--- src/verilog/query_check_regs.svh ---
// Register offsets, field positions and codes of the translation query check block.
// Assumes an APB slave with 32-bit data; each register takes one aligned word.
`ifndef QUERY_CHECK_REGS_SVH
`define QUERY_CHECK_REGS_SVH

// ============================================================
// Register byte offsets
`define REG_ADDR_LO 12'h000
`define REG_ADDR_HI 12'h004
`define REG_CTRL 12'h008
`define REG_STREAM 12'h00c
`define REG_CONFIG 12'h010
`define REG_RESULT_LO 12'h014
`define REG_RESULT_HI 12'h018
`define REG_STATUS 12'h01c

// ============================================================
// Field positions in the low address word
`define ADDR_TYPE_LSB 0
`define ADDR_RNW_BIT 2
`define ADDR_IND_BIT 3
`define ADDR_PNU_BIT 4
`define ADDR_PAGE_LSB 12

// Control word
`define CTRL_RUN_BIT 0

// Stream word
`define STREAM_SUBSTREAM_ID_VALID_BIT 0
`define STREAM_SECURE_BIT 1

// Configuration word
`define CFG_ENTRY_VALID_BIT 0
`define CFG_CONFIG_LSB 1
`define CFG_DSS_LSB 4
`define CFG_S1_IMPL_BIT 6
`define CFG_S2_IMPL_BIT 7
`define CFG_VM_IF_BIT 8
`define CFG_SECURE_IF_BIT 9

// Result low word
`define RES_FAULT_BIT 0
`define RES_CODE_LSB 1
`define RES_SIZE_LSB 6

// ============================================================
// Codes
`define TYPE_RESERVED 2'h0
`define TYPE_STAGE1 2'h1
`define TYPE_STAGE2 2'h2
`define TYPE_NESTED 2'h3
`define DSS_BYPASS 2'h1
`define CFG_S2_ONLY 3'h6
`define CFG_S1_ONLY 3'h5
`define CFG_BOTH 3'h7
`define CFG_BYPASS_ALL 3'h4
`define CODE_NONE 7'h00
`define CODE_BAD_ENTRY 7'h04
`define CODE_INV_REQUEST 7'h20
`define CODE_INVALID_STAGE_ERROR 7'h21
`define CODE_TRANSLATION 7'h10
`define SIZE_MIN_GRANULE 6'h0c
`define WALK_CYCLES 4'h4
`define ZERO_WORD 32'h0000_0000

`endif

--- src/verilog/query_check_pkg.sv ---
// Types of the translation query check block.
// Assumes the constants header is compiled alongside.
package query_check_pkg;

  // ============================================================
  // States
  typedef enum logic [2:0] {
    st_idle = 3'b000,
    st_check = 3'b001,
    st_walk = 3'b010,
    st_done = 3'b011
  } state_type;

  // ============================================================
  // Query inputs, written over the bus while no query runs
  typedef struct packed {
    logic [63:0] address;
    logic [31:0] ctrl;
    logic [31:0] stream;
    logic [31:0] config_word;
  } query_regs_type;

  // Result register contents
  typedef struct packed {
    logic [63:0] result;
    logic busy;
  } result_type;

endpackage

--- src/verilog/translation_query_check.sv ---
// Validates a translation query, selects one error code or runs the lookup.
// Assumes an APB master on the same clock; the table walk itself is modelled as a fixed delay.
`timescale 1ns/10ps
`include "query_check_regs.svh"

module translation_query_check #(
  parameter int walk_cycles = 4
) (
  // Clock and reset
  input wire logic mclk,
  input wire logic reset,
  // APB slave
  input wire logic psel,
  input wire logic penable,
  input wire logic pwrite,
  input wire logic [11:0] paddr,
  input wire logic [31:0] pwdata,
  output logic [31:0] prdata,
  output logic pready,
  output logic pslverr,
  // Lookup dispatch
  output logic walk_start,
  output logic [1:0] walk_scope,
  output logic walk_skip_stage1,
  output logic [2:0] walk_attrs
);

  // ============================================================
  // Parameter check
  if (walk_cycles < 1 || walk_cycles > 15) begin : g_walk_cycles_check
    $error("walk_cycles must lie between 1 and 15.");
  end

  // ============================================================
  // State
  typedef struct packed {
    query_check_pkg::state_type state;
    query_check_pkg::query_regs_type regs;
    query_check_pkg::result_type res;
    logic [3:0] count;
    logic [31:0] prdata;
    logic pready;
    logic pslverr;
    logic walk_start;
    logic [1:0] walk_scope;
    logic walk_skip_stage1;
    logic [2:0] walk_attrs;
  } state_all_type;

  state_all_type s_q;
  state_all_type s_d;

  // ============================================================
  // Decoded query fields
  logic [1:0] qtype;
  logic [2:0] cfg;
  logic [1:0] dss;
  logic s1_impl;
  logic s2_impl;
  logic vm_if;
  logic sec_if;
  logic substream_id_valid;
  logic sec_sel;
  logic entry_valid;
  logic scope_stage1;
  logic scope_stage2;
  logic scope_nested;
  logic scope_wants_s1;
  logic s1_cfg;
  logic s2_cfg;
  logic bypass;

  // ============================================================
  // Error terms, highest priority first
  logic invalid_request_error_reserved;
  logic invalid_request_error_stage1;
  logic invalid_request_error_stage2;
  logic invalid_request_error_nested;
  logic invalid_stage_error_secure;
  logic entry_invalid;
  logic config_pattern;
  logic invalid_stage_error_stage1;
  logic invalid_stage_error_stage2;
  logic invalid_stage_error_nested;
  logic [6:0] code;

  // ============================================================
  // Bus decode
  logic apb_access;
  logic apb_write;
  logic apb_read;
  logic sel_addr_lo;
  logic sel_addr_hi;
  logic sel_ctrl;
  logic sel_stream;
  logic sel_config;
  logic sel_result_lo;
  logic sel_result_hi;
  logic sel_status;
  logic sel_mapped;
  logic [31:0] read_word;

  // ============================================================
  // Write enables
  logic query_open;
  logic wr_addr_lo;
  logic wr_addr_hi;
  logic wr_run;
  logic wr_stream;
  logic wr_config;

  // ============================================================
  // Result words
  logic walk_last;
  logic [5:0] result_size;
  logic [63:0] fault_result;
  logic [63:0] walk_result;

  // ============================================================
  // Query field extraction
  always_comb begin
    qtype = s_q.regs.address[`ADDR_TYPE_LSB +: 2];
    cfg = s_q.regs.config_word[`CFG_CONFIG_LSB +: 3];
    dss = s_q.regs.config_word[`CFG_DSS_LSB +: 2];
    s1_impl = s_q.regs.config_word[`CFG_S1_IMPL_BIT];
    s2_impl = s_q.regs.config_word[`CFG_S2_IMPL_BIT];
    vm_if = s_q.regs.config_word[`CFG_VM_IF_BIT];
    sec_if = s_q.regs.config_word[`CFG_SECURE_IF_BIT];
    entry_valid = s_q.regs.config_word[`CFG_ENTRY_VALID_BIT];
    substream_id_valid = s_q.regs.stream[`STREAM_SUBSTREAM_ID_VALID_BIT];
    sec_sel = s_q.regs.stream[`STREAM_SECURE_BIT];
    scope_stage1 = (qtype == `TYPE_STAGE1);
    scope_stage2 = (qtype == `TYPE_STAGE2);
    scope_nested = (qtype == `TYPE_NESTED);
    scope_wants_s1 = scope_stage1 || scope_nested;
    s1_cfg = (cfg == `CFG_S1_ONLY) || (cfg == `CFG_BOTH);
    s2_cfg = (cfg == `CFG_S2_ONLY) || (cfg == `CFG_BOTH);
    bypass = !substream_id_valid && (dss == `DSS_BYPASS);
  end

  // ============================================================
  // Error conditions
  always_comb begin
    invalid_request_error_reserved = (qtype == `TYPE_RESERVED);
    invalid_request_error_stage1 = scope_stage1 && !s1_impl;
    invalid_request_error_stage2 = scope_stage2 && (vm_if || !s2_impl || substream_id_valid);
    invalid_request_error_nested = scope_nested && (vm_if || !s1_impl || !s2_impl);
    invalid_stage_error_secure = sec_if && sec_sel && (scope_stage2 || scope_nested);
    entry_invalid = !entry_valid;
    config_pattern = !cfg[2] || (cfg == `CFG_BYPASS_ALL);
    invalid_stage_error_stage1 = scope_stage1 && !s1_cfg;
    invalid_stage_error_stage2 = scope_stage2 && !s2_cfg;
    invalid_stage_error_nested = scope_nested && !(s1_cfg && s2_cfg);
  end

  // ============================================================
  // Error selection
  always_comb begin
    code = `CODE_NONE;
    if (invalid_request_error_reserved) begin
      code = `CODE_INV_REQUEST;
    end else if (invalid_request_error_stage1) begin
      code = `CODE_INV_REQUEST;
    end else if (invalid_request_error_stage2) begin
      code = `CODE_INV_REQUEST;
    end else if (invalid_request_error_nested) begin
      code = `CODE_INV_REQUEST;
    end else if (invalid_stage_error_secure) begin
      code = `CODE_INVALID_STAGE_ERROR;
    end else if (entry_invalid) begin
      code = `CODE_BAD_ENTRY;
    end else if (config_pattern) begin
      code = vm_if ? `CODE_BAD_ENTRY : `CODE_INVALID_STAGE_ERROR;
    end else if (invalid_stage_error_stage1) begin
      code = `CODE_INVALID_STAGE_ERROR;
    end else if (invalid_stage_error_stage2) begin
      code = `CODE_INVALID_STAGE_ERROR;
    end else if (invalid_stage_error_nested) begin
      code = `CODE_INVALID_STAGE_ERROR;
    end
  end

  // ============================================================
  // Register select
  always_comb begin
    apb_access = psel && penable && !s_q.pready;
    apb_write = apb_access && pwrite;
    apb_read = apb_access && !pwrite;
    sel_addr_lo = 1'b0;
    sel_addr_hi = 1'b0;
    sel_ctrl = 1'b0;
    sel_stream = 1'b0;
    sel_config = 1'b0;
    sel_result_lo = 1'b0;
    sel_result_hi = 1'b0;
    sel_status = 1'b0;
    if (paddr == `REG_ADDR_LO) begin
      sel_addr_lo = 1'b1;
    end else if (paddr == `REG_ADDR_HI) begin
      sel_addr_hi = 1'b1;
    end else if (paddr == `REG_CTRL) begin
      sel_ctrl = 1'b1;
    end else if (paddr == `REG_STREAM) begin
      sel_stream = 1'b1;
    end else if (paddr == `REG_CONFIG) begin
      sel_config = 1'b1;
    end else if (paddr == `REG_RESULT_LO) begin
      sel_result_lo = 1'b1;
    end else if (paddr == `REG_RESULT_HI) begin
      sel_result_hi = 1'b1;
    end else if (paddr == `REG_STATUS) begin
      sel_status = 1'b1;
    end
    sel_mapped = sel_addr_lo || sel_addr_hi || sel_ctrl || sel_stream
      || sel_config || sel_result_lo || sel_result_hi || sel_status;
  end

  // ============================================================
  // Read data
  always_comb begin
    read_word = `ZERO_WORD;
    if (sel_addr_lo) begin
      read_word = s_q.regs.address[31:0];
    end else if (sel_addr_hi) begin
      read_word = s_q.regs.address[63:32];
    end else if (sel_ctrl) begin
      read_word = {31'h0000_0000, s_q.res.busy};
    end else if (sel_stream) begin
      read_word = s_q.regs.stream;
    end else if (sel_config) begin
      read_word = s_q.regs.config_word;
    end else if (sel_result_lo) begin
      read_word = s_q.res.result[31:0];
    end else if (sel_result_hi) begin
      read_word = s_q.res.result[63:32];
    end else if (sel_status) begin
      read_word = {28'h000_0000, 1'b0, s_q.state};
    end
  end

  // ============================================================
  // Write enables
  always_comb begin
    query_open = !s_q.res.busy;
    wr_addr_lo = apb_write && sel_addr_lo && query_open;
    wr_addr_hi = apb_write && sel_addr_hi && query_open;
    wr_run = apb_write && sel_ctrl && query_open && pwdata[`CTRL_RUN_BIT];
    wr_stream = apb_write && sel_stream && query_open;
    wr_config = apb_write && sel_config && query_open;
  end

  // ============================================================
  // Result words
  always_comb begin
    walk_last = (s_q.count <= 4'h1);
    result_size = `SIZE_MIN_GRANULE;
    fault_result = {56'h00_0000_0000_0000, code, 1'b1};
    walk_result = {s_q.regs.address[63:`ADDR_PAGE_LSB], result_size, 5'h00, 1'b0};
  end

  // ============================================================
  // Next state
  always_comb begin
    s_d = s_q;
    s_d.pready = apb_access;
    s_d.pslverr = apb_access && !sel_mapped;
    s_d.walk_start = 1'b0;
    // Writes to the query group are ignored while a query runs.
    if (wr_addr_lo) begin
      s_d.regs.address[31:0] = pwdata;
    end
    if (wr_addr_hi) begin
      s_d.regs.address[63:32] = pwdata;
    end
    if (wr_stream) begin
      s_d.regs.stream = pwdata;
    end
    if (wr_config) begin
      s_d.regs.config_word = pwdata;
    end
    if (wr_run) begin
      s_d.res.busy = 1'b1;
      s_d.state = query_check_pkg::st_check;
    end
    if (apb_read) begin
      s_d.prdata = read_word;
    end
    case (s_q.state)
      query_check_pkg::st_idle: begin
      end
      query_check_pkg::st_check: begin
        if (code != `CODE_NONE) begin
          s_d.res.result = fault_result;
          s_d.state = query_check_pkg::st_done;
        end else begin
          s_d.walk_start = 1'b1;
          s_d.walk_scope = qtype;
          s_d.walk_skip_stage1 = bypass && scope_wants_s1;
          s_d.walk_attrs = s_q.regs.address[`ADDR_RNW_BIT +: 3];
          s_d.count = 4'(walk_cycles);
          s_d.state = query_check_pkg::st_walk;
        end
      end
      query_check_pkg::st_walk: begin
        if (!walk_last) begin
          s_d.count = s_q.count - 4'h1;
        end else begin
          s_d.res.result = walk_result;
          s_d.state = query_check_pkg::st_done;
        end
      end
      query_check_pkg::st_done: begin
        s_d.res.busy = 1'b0;
        s_d.state = query_check_pkg::st_idle;
      end
      default: begin
        s_d.state = query_check_pkg::st_idle;
      end
    endcase
  end

  // ============================================================
  // Registers
  always_ff @(posedge mclk) begin
    if (reset) begin
      s_q <= '0;
    end else begin
      s_q <= s_d;
    end
  end

  // ============================================================
  // Outputs
  assign prdata = s_q.prdata;
  assign pready = s_q.pready;
  assign pslverr = s_q.pslverr;
  assign walk_start = s_q.walk_start;
  assign walk_scope = s_q.walk_scope;
  assign walk_skip_stage1 = s_q.walk_skip_stage1;
  assign walk_attrs = s_q.walk_attrs;

endmodule // translation_query_check

--- config.mk ---
export PLATFORM = sky130hd
export DESIGN_NAME = translation_query_check
export DESIGN_NICKNAME = d
export VERILOG_FILES = /design/src/verilog/query_check_pkg.sv /design/src/verilog/translation_query_check.sv
export VERILOG_INCLUDE_DIRS = /design/src /design/src/verilog
export SDC_FILE = /design/constraint.sdc
export NUM_CORES = 1
export LEC_CHECK = 0
export BUFFER_PORTS_ARGS = -buffer_cell sky130_fd_sc_hd__buf_2
export CAP_MARGIN = 20
export CORE_AREA = 8 8 216 167
export DETAILED_ROUTE_END_ITERATION = 8
export DIE_AREA = 0 0 224 175
export GPL_TIMING_DRIVEN = 0
export PLACE_DENSITY_LB_ADDON = 0.05
export SYNTH_ARGS = -nofsm -noshare
export SYNTH_HDL_FRONTEND = slang
export SYNTH_SLANG_ARGS = --single-unit
--- constraint.sdc ---
create_clock -name mclk -period 2.9 [get_ports mclk]
set_clock_uncertainty 0.2 [all_clocks]
set_input_delay 0.435 -clock mclk [delete_from_list [all_inputs] [get_ports mclk]]
set_output_delay 0.435 -clock mclk [all_outputs]
set_load 0.05 [all_outputs]
Yosys cells after proc, flatten, opt, wreduce, memory -nomap -nowiden

Cells that the tools add are included.

$add $sub $neg: 1
$lt $le $gt $ge: 1
Equal/unequal tests: 22
Mux-type cells: 66
Bitwise gates (word level): 2
Reduce and logical (&&, ||, !) cells: 64

Operators with widths:

| kind                                                                    | count |
|---|---|
| 32-bit 2-to-1 mux                                                       | 7 |
| 64-bit 2-to-1 mux                                                       | 2 |
| 64-bit one-hot mux with 2 select lines                                  | 1 |
| 6-bit 2-to-1 mux                                                        | 11 |
| 12-bit by 5-bit equality test with 1-bit output (second input constant) | 4 |
| 1-bit 2-to-1 mux                                                        | 37 |
| 1-bit logical AND                                                       | 27 |
| 12-bit by 4-bit equality test with 1-bit output (second input constant) | 2 |
| 1-bit logical OR                                                        | 16 |
| 12-bit by 3-bit equality test with 1-bit output (second input constant) | 1 |
| 3-bit equality test (second input constant)                             | 4 |
| 12-bit zero test                                                        | 1 |
| 1-bit zero test                                                         | 11 |
| 3-bit 2-to-1 mux                                                        | 3 |
| 3-bit one-hot mux with 3 select lines                                   | 1 |
| 4-bit 2-to-1 mux                                                        | 2 |
| 2-bit inequality test (second input constant)                           | 4 |
| 4-bit one-hot mux with 2 select lines                                   | 1 |
| 7-bit 2-to-1 mux                                                        | 1 |
| 7-bit nonzero test                                                      | 1 |
| 3-bit by 2-bit equality test with 1-bit output (second input constant)  | 2 |
| 3-bit AND reduction                                                     | 2 |
| 2-bit by 1-bit equality test with 1-bit output (second input constant)  | 2 |
| 2-bit equality test (second input constant)                             | 2 |
| 9 further kinds                                                         | 11 |

Flip-flop bits (word level): 241

Longest topological paths before layout

Depth after elaboration: 18
Depth in mapped cells: 9
Mapped depth without buffers: 7

Worst setup path after synthesis

OpenSTA, ideal clock, no wires.

Path kind: reg2reg
Start point: register s_q (netlist bit qtype[0])
End point: register s_q[46] in the netlist's numbering
Data arrival time: 2.125 ns
Slack: 0.454 ns
Stages on the path, launching flop included: 9
Path buffers: 3
Clock period less this slack: 2.446 ns
Path through: dfxtp_1 > buf_6 > nor2b_1 > a311o_1 > or4b_1 > buf_2 > o21ai_4 > buf_6 > mux2_2

Longest elaborated chain between the ends: 15

RTL lines:

| what                                     | line                           | source |
|---|---|---|
| start, declared                          | translation_query_check.sv:50  | `state_all_type s_q;` |
| start signal, assigned                   | translation_query_check.sv:326 | `s_q <= '0;` |
| start signal, assigned                   | translation_query_check.sv:328 | `s_q <= s_d;` |
| 2-bit equality test (no source line)     | n/a                            |  |
| 1-bit logical AND                        | translation_query_check.sv:153 | `invalid_stage_error_nested = scope_nested && !(s1_cfg && s2_cfg);` |
| 6-bit 2-to-1 mux                         | translation_query_check.sv:178 | `end else if (invalid_stage_error_nested) begin` |
| 6-bit 2-to-1 mux                         | translation_query_check.sv:176 | `end else if (invalid_stage_error_stage2) begin` |
| 6-bit 2-to-1 mux                         | translation_query_check.sv:174 | `end else if (invalid_stage_error_stage1) begin` |
| 6-bit 2-to-1 mux                         | translation_query_check.sv:172 | `end else if (config_pattern) begin` |
| 6-bit 2-to-1 mux                         | translation_query_check.sv:170 | `end else if (entry_invalid) begin` |
| 6-bit 2-to-1 mux                         | translation_query_check.sv:168 | `end else if (invalid_stage_error_secure) begin` |
| 6-bit 2-to-1 mux                         | translation_query_check.sv:166 | `end else if (invalid_request_error_nested) begin` |
| 6-bit 2-to-1 mux                         | translation_query_check.sv:164 | `end else if (invalid_request_error_stage2) begin` |
| 6-bit 2-to-1 mux                         | translation_query_check.sv:162 | `end else if (invalid_request_error_stage1) begin` |
| 6-bit 2-to-1 mux *                       | translation_query_check.sv:160 | `if (invalid_request_error_reserved) begin` |
| 7-bit nonzero test (no source line) *    | n/a                            |  |
| 2-bit inequality test (no source line) * | n/a                            |  |
| 3-bit AND reduction (no source line) *   | n/a                            |  |

Mark *: on every way between the ends. The rest lies on a longest branch, timed or not.
A chain may end at the register's enable or synchronous reset.

Final worst setup path

Start point: register s_q (netlist bit pready)
End point: register s_q (netlist bit prdata[0])

Longest elaborated chain between the ends: 3

RTL lines:

| what              | line                           | source |
|---|---|---|
| 1-bit zero test   | translation_query_check.sv:186 | `apb_access = psel && penable && !s_q.pready;` |
| 1-bit logical AND | translation_query_check.sv:186 |  |
| 1-bit logical AND | translation_query_check.sv:188 | `apb_read = apb_access && !pwrite;` |

No other way between the ends.

==> metrics <==
Sw Share around a quarter; Gate power share under 10%; DRC viols 0; critical path's slowest cell clkbuf_1; R2R cell count 6; largest net degree at the start of global routing 13; pwr dens 594.8 nW/µm²; MaxCap Viol Count 0; CTS root buffer clkbuf_16; mapped cell area 9945 µm²; Period Utilization, post-route between 90% and 100%; Clock power frac 49.8%; crit path time final 2.741 ns; CP cell instances nand3b_1 > or2_2 > clkbuf_1 > clkbuf_1 > a211oi_1 > nor3_1; setup bufs post-CTS 0; Rows 58; Power Total 0.007302 W; VDD IR max 0.0004416 V; TritonCTS Buffers 27; Critical R2R Launch pready$_SDFF_PP0_; most frequent cells in the layout nand2_1 (289), dfxtp_1 (234), a21oi_1 (163); Placeable Area 32730 µm²; fillers 3508; RR Endpoint prdata[0]$_SDFFE_PP0P_; P_sw 0.001755 W; sequential power share 44.3%; crit start category flop; H-tree depth 1; kind of critical path flop to flop; Worst Path Max Fanout 10; first-pass GRT wire length slightly above 60 mm; outcome complete, no violations; vias in the first global route 9101; commonest non-fill, non-tap cell in the layout nand2_1; clk slew on worst S/H paths around 0.06 ns; Mean Syn Cell Area 8.463 µm²; yosys warns 0; Hold Path Class primary input to flop; Total Wirelength 42.01 mm; ANT cells 0; initial antenna violation count 0; most frequent CP cell clkbuf_1; Total GRT Usage 20.94%; Setup violations, final 0; # IOs 90; placement-stage cell area 10970 µm²; CTS sink cnt ~230; Internal 0.005547 W; DPL Wire Length 29.49 mm; count of cell types in the netlist between 50 and 60; Area Overhead vs Synth 23.44%; share of layout cells above drive strength 1 17.21%; Starting Density 30.38%; CP required a little over 3 ns; DR pass1 iterations 5; Synth Instances approximately 1200; Die W 224 µm; Final #Nets 1379; Port-buffer cells about 90; FFs w/ async S/R, synth 0%; number of synthesized flops with an enable pin 0; r2r setup slk 0.16 ns; Synth Flop Type dfxtp_1; crit end category flop; slowest cell delay on critical path 0.49 ns; Skew-Pair Late Insertion Delay 0.55 ns; grt ovf 0; GPL Wtd Cong 0.8298; Die ar. a little under 40000 µm²; fmax 364.8 MHz; Tightest Pin Transition 1.178 ns; Max Slew Vio Count 0; crit path capture prdata[0]$_SDFFE_PP0P_; setup_tns 0 ns; register area share after synthesis a little under half; via/cell ratio approximately 5.2; Yosys reg bits 234; Clock Path Buffers 3; initial drt markers 886; max_slew headroom 21.45%; Via Count 9401; syn_nets around 1200; CTS tree done; Fin. Hold Viols 0; fin area 12280 µm²; worst setup path startpoint pready$_SDFF_PP0_; critical path arrival 2.93 ns; unrepaired setup endpoints after global routing false; Lkg Pwr 4.427 nW; chip height 175 µm; drt wl/cell 23.36 µm; Final ANT Viol Nets 0
-- critical path: cells and delay by family (launching register included) --
| kind | cells | cell delay (ns) |
|---|---|---|
| flops | 1 | 0.30 |
| simple gates | 3 | 0.83 |
| compound gates | 1 | 0.48 |
| buf+inv | 2 | 0.78 |
-- registers in the layout, summed over array words and instances, names as in the netlist, 2 cells and up --
register    count
s_q           183
cfg             3
dss             2
walk_scope      2
qtype           2
prdata         32
walk_attrs      3
-- Yosys cell counts (all sizes together) (12+ instances only) --
cell type / count / area [µm²]
o221ai: 13 / 113.9
clkbuf: 82 / 307.8
dfxtp: 234 / 4684
o22ai: 14 / 87.58
a21o: 12 / 90.09
a21oi: 163 / 815.8
a32o: 53 / 530.5
buf: 58 / 400.4
a211oi: 16 / 120.1
o21ai: 20 / 111.4
nand3: 23 / 115.1
mux2: 12 / 135.1
a22oi: 41 / 307.8
nand2: 289 / 1085
mux2i: 34 / 340.3
nor2: 32 / 120.1
-- metal layers --
layer / vias to the layer above / routed length [µm] / GRT usage (%)
met3: 57 / 3105 / 4.255
met2: 330 / 17500 / 30.34
met5: - / 113 / 2.191
met4: 2 / 846 / 5.286
met1: 4560 / 20440 / 30.82
li1: 4452 / - / -
-- worst min-delay path by stage --
stage                                       start                      end  slack (ns)  cells past startpoint
after CTS                                 penable       pslverr$_SDFF_PP0_        0.19                      3
after detailed placement    s_q[165]$_SDFFE_PP0P_    s_q[165]$_SDFFE_PP0P_        0.25                      2
after global placement      s_q[136]$_SDFFE_PP0P_    s_q[136]$_SDFFE_PP0P_        0.24                      2
after floorplan           prdata[10]$_SDFFE_PP0P_  prdata[10]$_SDFFE_PP0P_        0.23                      2
after global routing                      penable       pslverr$_SDFF_PP0_        0.25                      3
final                                     penable       pslverr$_SDFF_PP0_        0.22                      3
-- what timing repair did --
item,in CTS,in global routing
hold buffers,32,0
resized for setup,6,21
endpoints found under the setup margin,68,67
hold endpoints to repair,128,0
-- area by class of cell --
class | instances | area [µm²] | area share (%)
plain buffers | 140 | 724.4 | 5.902
inverters | 8 | 30.03 | 0.2446
flip-flops and latches | 234 | 4684 | 38.16
repair buffers | 124 | 787.0 | 6.411
clock inverters | 10 | 125.1 | 1.019
well taps | 450 | 563.0 | 4.587
clock buffers | 39 | 810.8 | 6.605
multi-input cells | 793 | 4551 | 37.07
-- power groups by stage --
stage	logic [W]	registers [W]	clock network [W]
floorplan	0.000197	0.00331	0
global placement	0.000399	0.00330	0
detailed placement	0.000398	0.00330	0
CTS	0.000433	0.00323	0.00370
global route	0.000459	0.00323	0.00383
finish	0.000436	0.00323	0.00363
-- logic make-up after synthesis --
logic type               count (synthesis)  share of synthesized area [%]
multiplexers                            48                          5.234
flip-flops                             234                          47.11
AND/OR/NAND/NOR                        387                          16.10
AO/OA/AOI/OAI                          353                          23.67
buffers and inverters                  148                          7.423
other                                    1                        0.03771
adder cells (fa/ha/maj)                  2                         0.2516
XOR/XNOR                                 2                         0.1762
-- stage by stage --
stage / worst slack [ns] / instances / hold WS, ns / utilization, %
global placement: -0.6843 / 1714 / 0.2437 / 33.47
global route: 0.03028 / 1798 / 0.2516 / 37.51
detailed placement: -0.5802 / 1716 / 0.2463 / 33.53
finish: 0.1589 / 1798 / 0.2187 / 37.51
CTS: 0.02693 / 1797 / 0.1932 / 37.42
floorplan: 0.4542 / 1175 / 0.2263 / -
Power figures use the tool's default switching activity.
